`config.mk`:
```
export PLATFORM = sky130hd
export DESIGN_NAME = adc_input_reference_select
export DESIGN_NICKNAME = d
export VERILOG_FILES = /design/src/inc/adc_cfg_pkg.sv /design/src/rtl/adc_input_reference_select.sv
export SDC_FILE = /design/constraint.sdc
export NUM_CORES = 1
export LEC_CHECK = 0
export BUFFER_PORTS_ARGS = -buffer_cell sky130_fd_sc_hd__buf_4
export CAP_MARGIN = 20
export CORE_MARGIN = 3
export CORE_UTILIZATION = 32
export CTS_CLUSTER_DIAMETER = 80
export DETAILED_ROUTE_END_ITERATION = 10
export PLACE_DENSITY_LB_ADDON = 0.25
export SLEW_MARGIN = 40
export SYNTH_ARGS = -nofsm -noshare
export SYNTH_HDL_FRONTEND = slang
export SYNTH_SLANG_ARGS = --single-unit
```
`constraint.sdc`:
```
create_clock -name clk_i -period 2.6 [get_ports clk_i]
set_input_delay 0.52 -clock clk_i [delete_from_list [all_inputs] [get_ports clk_i]]
set_output_delay 0.52 -clock clk_i [all_outputs]
set_load 0.005 [all_outputs]
```
`src/inc/adc_cfg_pkg.sv`:
```
// Package: register map, field layout, reset values and divider codes for the converter configuration block
package adc_cfg_pkg;
	// Register indices on the plain register port
	localparam logic [1:0] CTRL_ONE_ADDR = 2'h0;
	localparam logic [1:0] PIN_EN_ADDR   = 2'h1;
	localparam logic [1:0] STATUS_ADDR   = 2'h2;
	// Field positions in the converter control register
	localparam int BGSEL_BIT = 7;
	localparam int BGEN_BIT  = 6;
	localparam int REFSEL_BIT = 4;
	localparam int DIV_LSB   = 0;
	localparam int DIV_MSB   = 2;
	// Writable bits of the control register; the rest read as zero
	localparam logic [7:0] CTRL_ONE_MASK  = 8'hD7;
	localparam logic [7:0] CTRL_ONE_RESET = 8'h00;
	localparam logic [7:0] PIN_EN_RESET   = 8'hFF;
	// Divider codes
	localparam logic [2:0] DIV_CODE_UNDEF = 3'h7;
	localparam int         DIV_CNT_W      = 6;
endpackage : adc_cfg_pkg

```
`src/rtl/adc_input_reference_select.sv`:
```
// Converter input, bandgap, reference and clock divider configuration
`timescale 1ns/100ps
//
// Functional notes
// - Bandgap select routes bandgap when enable is also set, drops other channels
// - Bandgap enable bit switches circuit on/off
// - Bandgap auto off when unused and monitors off
// - Reference select: 0 supply, 1 pin
// - Divider codes 000,001,010 give 1,2,4
// - Unimplemented control bits ignore writes, read zero
// - Pin enable bits make pins analog channels
// - Reset: pin enables one, control zero
module adc_input_reference_select
(
	input  wire logic       clk_i,
	input  wire logic       arst_n_i,
	input  wire logic [1:0] addr_i,
	input  wire logic [7:0] wdata_i,
	input  wire logic       wr_i,
	input  wire logic       rd_i,
	output logic      [7:0] rdata_o,
	input  wire logic       low_voltage_monitors_i,
	output logic            bandgap_power_o,
	output logic            bandgap_route_o,
	output logic      [7:0] analog_channel_en_o,
	output logic            reference_source_select_o,
	output logic            converter_clk_en_o
);

	//****************************************
	// Reset release and monitor input sync
	//****************************************
	logic       rst_s1_r;
	logic       rst_n_r;
	logic       mon_s1_r;
	logic       mon_r;

	// Two stage release keeps deassertion glitch free
	always_ff @(posedge clk_i or negedge arst_n_i)
	begin
		if (!arst_n_i)
		begin
			rst_s1_r <= 1'b0;
			rst_n_r  <= 1'b0;
		end
		else
		begin
			rst_s1_r <= 1'b1;
			rst_n_r  <= rst_s1_r;
		end
	end

	// Monitor enable comes from another block's domain
	always_ff @(posedge clk_i or negedge rst_n_r)
	begin
		if (!rst_n_r)
		begin
			mon_s1_r <= 1'b0;
			mon_r    <= 1'b0;
		end
		else
		begin
			mon_s1_r <= low_voltage_monitors_i;
			mon_r    <= mon_s1_r;
		end
	end

	//****************************************
	// Registers
	//****************************************
	logic [7:0] ctrl_one_r;
	logic [7:0] ctrl_one_nxt;
	logic [7:0] pin_en_r;
	logic [7:0] pin_en_nxt;
	logic [7:0] rdata_r;
	logic [7:0] rdata_nxt;
	logic       bandgap_on;

	// Write decode and read mux
	always_comb
	begin
		ctrl_one_nxt = ctrl_one_r;
		pin_en_nxt   = pin_en_r;
		rdata_nxt    = 8'h00;
		if (wr_i && addr_i == adc_cfg_pkg::CTRL_ONE_ADDR)
			ctrl_one_nxt = wdata_i & adc_cfg_pkg::CTRL_ONE_MASK;
		if (wr_i && addr_i == adc_cfg_pkg::PIN_EN_ADDR)
			pin_en_nxt = wdata_i;
		if (rd_i)
		begin
			case (addr_i)
				adc_cfg_pkg::CTRL_ONE_ADDR: rdata_nxt = ctrl_one_r;
				adc_cfg_pkg::PIN_EN_ADDR:   rdata_nxt = pin_en_r;
				adc_cfg_pkg::STATUS_ADDR:   rdata_nxt = {7'h00, bandgap_on};
				default:                    rdata_nxt = 8'h00;
			endcase
		end
	end

	// Reset values: pins analog, control cleared
	always_ff @(posedge clk_i or negedge rst_n_r)
	begin
		if (!rst_n_r)
		begin
			ctrl_one_r <= adc_cfg_pkg::CTRL_ONE_RESET;
			pin_en_r   <= adc_cfg_pkg::PIN_EN_RESET;
			rdata_r    <= 8'h00;
		end
		else
		begin
			ctrl_one_r <= ctrl_one_nxt;
			pin_en_r   <= pin_en_nxt;
			rdata_r    <= rdata_nxt;
		end
	end

	assign rdata_o = rdata_r;

	//****************************************
	// Bandgap, routing and reference
	//****************************************
	logic bgsel;
	logic bgen;
	logic [2:0] div_code;

	assign bgsel    = ctrl_one_r[adc_cfg_pkg::BGSEL_BIT];
	assign bgen     = ctrl_one_r[adc_cfg_pkg::BGEN_BIT];
	assign div_code = ctrl_one_r[adc_cfg_pkg::DIV_MSB:adc_cfg_pkg::DIV_LSB];

	// Powered if the converter wants it or the monitors need it
	assign bandgap_on      = bgen | mon_r;
	assign bandgap_power_o = bandgap_on;
	// Routing needs the enable too; selecting first is a software error
	assign bandgap_route_o = bgsel & bgen;
	// Bandgap select drops all external channels
	assign analog_channel_en_o       = bgsel ? 8'h00 : pin_en_r;
	assign reference_source_select_o = ctrl_one_r[adc_cfg_pkg::REFSEL_BIT];

	//****************************************
	// Converter clock divider
	//****************************************
	logic [adc_cfg_pkg::DIV_CNT_W-1:0] div_cnt_r;
	logic [adc_cfg_pkg::DIV_CNT_W-1:0] div_cnt_nxt;
	logic [adc_cfg_pkg::DIV_CNT_W-1:0] div_mask;
	logic                              tick_r;
	logic                              tick_nxt;

	// Enable pulse once per 2^code system clocks; code 111 stops the clock
	always_comb
	begin
		div_mask    = adc_cfg_pkg::DIV_CNT_W'((7'h01 << div_code) - 7'h01);
		div_cnt_nxt = (div_cnt_r & div_mask) == div_mask ? '0 : div_cnt_r + adc_cfg_pkg::DIV_CNT_W'(1);
		tick_nxt    = (div_code != adc_cfg_pkg::DIV_CODE_UNDEF) &&
		              ((div_cnt_r & div_mask) == div_mask);
	end

	always_ff @(posedge clk_i or negedge rst_n_r)
	begin
		if (!rst_n_r)
		begin
			div_cnt_r <= '0;
			tick_r    <= 1'b0;
		end
		else
		begin
			div_cnt_r <= div_cnt_nxt;
			tick_r    <= tick_nxt;
		end
	end

	assign converter_clk_en_o = tick_r;

	//****************************************
	// Assertions
	//****************************************
	property p_route;
		@(posedge clk_i) disable iff (!rst_n_r)
		bgsel |-> analog_channel_en_o == 8'h00;
	endproperty
	a_route: assert property (p_route) else $error("channels live while bandgap routed");

	property p_power;
		@(posedge clk_i) disable iff (!rst_n_r)
		bandgap_route_o |-> bandgap_power_o;
	endproperty
	a_power: assert property (p_power) else $error("bandgap routed while off");

	property p_autooff;
		@(posedge clk_i) disable iff (!rst_n_r)
		(!bgen && !mon_r) |-> !bandgap_power_o;
	endproperty
	a_autooff: assert property (p_autooff) else $error("bandgap not switched off");

	property p_ref;
		@(posedge clk_i) disable iff (!rst_n_r)
		(wr_i && addr_i == adc_cfg_pkg::CTRL_ONE_ADDR) |=>
			reference_source_select_o == $past(wdata_i[adc_cfg_pkg::REFSEL_BIT]);
	endproperty
	a_ref: assert property (p_ref) else $error("reference select not taken");

	property p_div1;
		@(posedge clk_i) disable iff (!rst_n_r)
		(div_code == 3'h0) [*3] |-> converter_clk_en_o;
	endproperty
	a_div1: assert property (p_div1) else $error("undivided clock missing");

	property p_div2;
		@(posedge clk_i) disable iff (!rst_n_r)
		(div_code == 3'h1) [*4] ##0 converter_clk_en_o |-> !$past(converter_clk_en_o);
	endproperty
	a_div2: assert property (p_div2) else $error("divide by two wrong");

	property p_rsvd;
		@(posedge clk_i) disable iff (!rst_n_r)
		(ctrl_one_r & ~adc_cfg_pkg::CTRL_ONE_MASK) == 8'h00;
	endproperty
	a_rsvd: assert property (p_rsvd) else $error("reserved bit set");

	property p_pins;
		@(posedge clk_i) disable iff (!rst_n_r)
		(wr_i && addr_i == adc_cfg_pkg::PIN_EN_ADDR) |=> pin_en_r == $past(wdata_i);
	endproperty
	a_pins: assert property (p_pins) else $error("pin enable write lost");

	property p_undef;
		@(posedge clk_i) disable iff (!rst_n_r)
		(div_code == adc_cfg_pkg::DIV_CODE_UNDEF) [*2] |-> !converter_clk_en_o;
	endproperty
	a_undef: assert property (p_undef) else $error("clock on undefined code");

	c_route:  cover property (@(posedge clk_i) disable iff (!rst_n_r) bandgap_route_o);
	c_div64:  cover property (@(posedge clk_i) disable iff (!rst_n_r) div_code == 3'h6 && converter_clk_en_o);
	c_refpin: cover property (@(posedge clk_i) disable iff (!rst_n_r) reference_source_select_o);

endmodule // adc_input_reference_select

```
Word level (Yosys, flattened, before mapping)

Cells that the tools add are included.

$add $sub $neg: 2
Equal/unequal tests: 4
Shift operators: 1
Muxes and demuxes: 4
Bitwise operators: 3
Reductions and logical operators: 4

Operators by type and width:

| operator                                                            | number |
|---|---|
| 8-bit case mux with 3 select lines                                  | 1 |
| 8-bit 2-to-1 mux                                                    | 2 |
| 6-bit by 1-bit adder with 6-bit output (second input constant)      | 1 |
| 6-bit bitwise AND                                                   | 1 |
| 6-bit == test                                                       | 1 |
| 6-bit 2-to-1 mux                                                    | 1 |
| 1-bit by 3-bit left shift with 6-bit output (first input constant)  | 1 |
| 6-bit by 1-bit subtractor with 6-bit output (second input constant) | 1 |
| 1-bit logical AND                                                   | 3 |
| 3-bit inequality test (second input constant)                       | 1 |
| 2-bit by 1-bit == test with 1-bit output (second input constant)    | 1 |
| 2-bit == test (second input constant)                               | 1 |
| 2-bit logical NOT                                                   | 1 |
| 1-bit bitwise AND                                                   | 1 |
| 1-bit bitwise OR                                                    | 1 |

Bits in registers: 33
Bits of input ports: 15
Output and inout port bits: 20
Word-level logic and storage cells: 27

Longest topological paths before layout

Word-level depth: 5
Gate-level depth with buffers: 8
Gate-level depth less buffers: 7

Worst setup path before layout

No wires, ideal clock.

Path kind: reg2reg
From: reg ctrl_one_r[1]
To: reg tick_r, in the netlist converter_clk_en_o
Setup time: 119 ps
Arrival time: 2028 ps
Data required time: 2481 ps
Slack: 453 ps
Stages on the path, launching flop included: 8
Path buffers: 1
Clock period less this slack: 2147 ps
Cell sequence: dfrtp_1 > buf_6 > or3_4 > ha_1 > or4b_1 > a31oi_1 > a2111oi_4 > and2_1

Cells in the longest elaborated chain, start to end: 5
Elaborated cells on any way between the ends: 6
Classes of those cells: add/sub (1); eq/ne (2); shift (1); bitwise (1); reduce/logical (1)

Ends and longest elaborated chain:

| item                                        | line                              | RTL |
|---|---|---|
| start, declared                             | adc_input_reference_select.sv:71  | `logic [7:0] ctrl_one_r;` |
| start signal, assigned                      | adc_input_reference_select.sv:105 | `ctrl_one_r <= adc_cfg_pkg::CTRL_ONE_RESET;` |
| start signal, assigned                      | adc_input_reference_select.sv:111 | `ctrl_one_r <= ctrl_one_nxt;` |
| 1-bit by 3-bit left shift with 6-bit output | adc_input_reference_select.sv:151 | `div_mask = adc_cfg_pkg::DIV_CNT_W'((7'h01 << div_code) - 7'h01);` |
| 6-bit by 1-bit subtractor with 6-bit output | adc_input_reference_select.sv:151 |  |
| 6-bit bitwise AND                           | adc_input_reference_select.sv:154 | `((div_cnt_r & div_mask) == div_mask);` |
| 6-bit == test                               | adc_input_reference_select.sv:154 |  |
| 1-bit logical AND (*)                       | adc_input_reference_select.sv:153 | `tick_nxt = (div_code != adc_cfg_pkg::DIV_CODE_UNDEF) &&` |
| named net tick_nxt                          | adc_input_reference_select.sv:146 | `logic tick_nxt;` |
| end signal, assigned                        | adc_input_reference_select.sv:167 | `tick_r <= tick_nxt;` |
| end, declared                               | adc_input_reference_select.sv:145 | `logic tick_r;` |

The timed path passes the listed nets; every way through them passes the cells marked *.
A chain may end at the register's enable or synchronous reset.

Worst setup path after layout

From: reg ctrl_one_r[2]
To: reg tick_r, in the netlist converter_clk_en_o

The elaborated chain is that of the path after synthesis.

==> flow_metrics.py <==
metrics = {
    "outcome": {
        "status": "completed",
    },
    "floorplan": {
        "start_util_pct": 33.48,
        "fp.dieH_um": 73.96,
        "rows": 24,
        "num_io_pins": 35,
        "floorplan.die_area_mm2": 0.005469,
        "fp.coreArea_mm2": 0.004414,
        "die_w_um": 73.96,
    },
    "worst_setup_path": {
        "cp_max_fo": 11,
        "crit_family": "simple AND/OR/NAND/NOR gates",
        "cp-end-kind": "flop",
        "r2r-end": "converter_clk_en_o",
        "critPathBufInv": 0,
        "required_ps": 2770,
        "arrival_ps": 2450,
        "start_kind": "flop",
        "rr_worst_depth": 6,
        "max_stage_delay_ps": 480,
        "critical-path-slowest-cell": "dfrtp_1",
        "path_cells": "or3_4 > ha_1 > or4b_1 > a31oi_1 > a2111oi_4 > and2_1",
        "r2r-start": "ctrl_one_r[2]",
        "critical_path_class": "reg -> reg",
        "regToRegSetupSlack_ps": 320,
    },
    "clock_tree": {
        "path_clk_slew_ps": 70,
        "clock_path_buffers": 2,
        "cts-resized-gates": 0,
        "clk_latency_ps": 280,
        "clkSinkCount": 33,
        "cts_tree": "yes",
        "cts-root-buf": "clkbuf_8",
        "htreeDepth": 2,
        "cts_buffers": 5,
    },
    "route": {
        "route.met3.wl_um": 146,
        "wl_um": 2870,
        "drtIter0Drc": 26,
        "drc": 0,
        "post_drt_wl_per_cell_um": 13.80,
        "met1_length_um": 1226,
        "antenna_left": 0,
        "route.vias.total": 959,
        "drt_first_pass_iters": 4,
        "top_layer": "met4",
        "vias_per_cell": 4.611,
        "wl_met2_um": 1467,
    },
    "sta": {
        "tns_ps": 0,
        "grt_setup_unrepaired": "no",
        "fin_skew_ps": 5.827,
        "period_needed_ps": 2277,
        "maxClockFrequency_mhz": 439.2,
        "hold_viol": 0,
        "max-slew-margin-rel_pct": 61.35,
        "report.final.slew_viol_count": 0,
        "finalSetupViolations": 0,
        "worst_slew_pin_slew_ps": 577.2,
        "finalCritPeriodShare_pct": 87.57,
    },
    "global_routing": {
        "grt_pass1_vias": 998,
        "grt_first_pass_wirelength_um": 4802,
        "grt_usage_pct": 12.08,
        "grt_overflow": 0,
        "grt_max_degree": 32,
        "antenna_found_initial": 0,
    },
    "synth": {
        "avgSynthCellArea_um2": 12.74,
        "async_flop_share_pct": 100.0,
        "yosysSeqAreaShare_pct": 56.56,
        "synth_cells": 116,
        "ys.flop_type": "dfrtp_1",
        "yosys-top-cells-area": "dfrtp_1, dfstp_2, mux2_2",
        "synth_edf_count": 0,
        "synth_warnings": 0,
        "syn-num-nets": 133,
        "synth.distinct_cells": 31,
        "yosysTopAreaCell": "dfrtp_1",
        "synth_top_area_share_pct": 42.34,
        "ys_ff_latch": 33,
        "syn_area_mm2": 0.001478,
    },
    "placed_design": {
        "gp_congestion": 0.7341,
        "port-buffer-count": 34,
        "dpl.hpwl_um": 2148,
    },
    "cells_and_area": {
        "drive_above_1_share_pct": 44.87,
        "fin_nets": 172,
        "final_util_pct": 43.20,
        "antenna_cells": 0,
        "area_growth_pct": 29.04,
    },
    "power_and_ir_drop": {
        "powerDensity_mw_per_mm2": 857.5,
        "leakagePower_uw": 0.0008891,
        "ir_drop_uv": 443.8,
    },
    "worst_hold_path": {
        "hp-class": "reg -> async",
    },
    "run": {
        "maxCapViolCount": 0,
    },
}
[sequential cells by signal, summed over array words and instances (netlist names)]
name,flops
pin_en_r,8
mon_s1_r,1
ctrl_one_r,6
converter_clk_en_o,1
mon_r,1
rst_n_r,1
rst_s1_r,1
rdata_o,8
div_cnt_r,6
[worst max path at each step]
stage / startpoint / endpoint / slack [ps] / cells past startpoint
5_1_grt: ctrl_one_r[2] / converter_clk_en_o / 230 / 6
3_5_place_dp: ctrl_one_r[2] / converter_clk_en_o / 320 / 6
6_report: ctrl_one_r[2] / converter_clk_en_o / 320 / 6
2_1_floorplan: ctrl_one_r[1] / converter_clk_en_o / 450 / 7
3_3_place_gp: ctrl_one_r[2] / converter_clk_en_o / 380 / 6
4_1_cts: ctrl_one_r[2] / converter_clk_en_o / 320 / 6
[final cells by class]
type                    instances  area (um2)
fillers                       413        2507
clock buffers                   7       86.33
clock inverters                 1       30.03
multi-input cells              77       609.3
inverters                       2       7.507
repair buffers                 36       272.8
well taps                      52       65.06
flip-flops and latches         33       835.8
[per-stage QoR]
stage / instance area (um2) / hold slack, ps / total power, uW / instances / setup slack (ps)
final: 1907 / 252.4 / 1635 / 208 / 323.2
after detailed placement: 1780 / 271.8 / 1162 / 199 / 316.0
after floorplan: 1478 / 224.4 / 1009 / 116 / 452.6
after global routing: 1907 / 289.3 / 1741 / 208 / 230.5
after CTS: 1897 / 10.39 / 1655 / 207 / 324.8
after global placement: 1780 / 262.7 / 1145 / 199 / 379.0
[cells by family (layout without fill, tap and decap cells)]
logic type / after synthesis / count (layout) / share of synthesized area [%]
mux: 20 / 20 / 14.73
fa+ha+maj: 2 / 2 / 1.693
flops: 33 / 33 / 56.56
compound gates: 5 / 5 / 3.811
simple gates: 44 / 44 / 17.78
buf+inv: 6 / 46 / 2.201
xor+xnor: 5 / 5 / 2.963
other cells: 1 / 1 / 0.2538
[metal layers]
layer	GRT usage, %	vias to the layer above
li1	-	472
met3	4.595	2
met5	0	-
met4	5.433	0
met1	14.76	464
met2	19.00	21
[power breakdown]
group,internal (uW),switching (uW)
combinational,230,169
sequential,635,111
clock,312,178
[synth_stat cells, types with 2 or more instances]
cell	count
xor2_1	4
and3_1	3
nor2b_1	11
nand2b_1	2
and2_1	2
dfstp_2	8
buf_2	2
mux2i_1	6
ha_1	2
inv_1	2
a31oi_1	2
nand2_1	2
nor2_1	12
nand3_1	4
dfrtp_1	25
mux2_2	14
[what timing repair did]
| action | in CTS | in global routing |
|---|---|---|
| endpoints found under the hold margin | 0 | 2 |
| hold buffers | 0 | 1 |
| setup buffers | 0 | 0 |
[cells in the final DEF (no fill, tap or decap), drive strengths merged]
master | synthesis | routed
a31oi | 2 | 2
or4b | 1 | 1
or3 | 1 | 1
o211ai | 1 | 1
clkbuf | 1 | 7
and2 | 2 | 2
nand3 | 4 | 4
ha | 2 | 2
dfrtp | 25 | 25
nor2b | 12 | 12
conb | 1 | 1
nand3b | 1 | 1
nand2 | 2 | 2
dlygate4sd3 | 0 | 1
nor2 | 12 | 12
or3b | 1 | 1
nor3b | 2 | 2
or2 | 1 | 1
bufinv | 0 | 1
inv | 2 | 2
xor2 | 4 | 4
xnor2 | 1 | 1
o221ai | 1 | 1
mux2 | 14 | 14
dfstp | 8 | 8
a2111oi | 1 | 1
mux2i | 6 | 6
nand2b | 2 | 2
and3 | 3 | 3
buf | 3 | 35
Note: power is estimated with default switching activity, not from simulation.
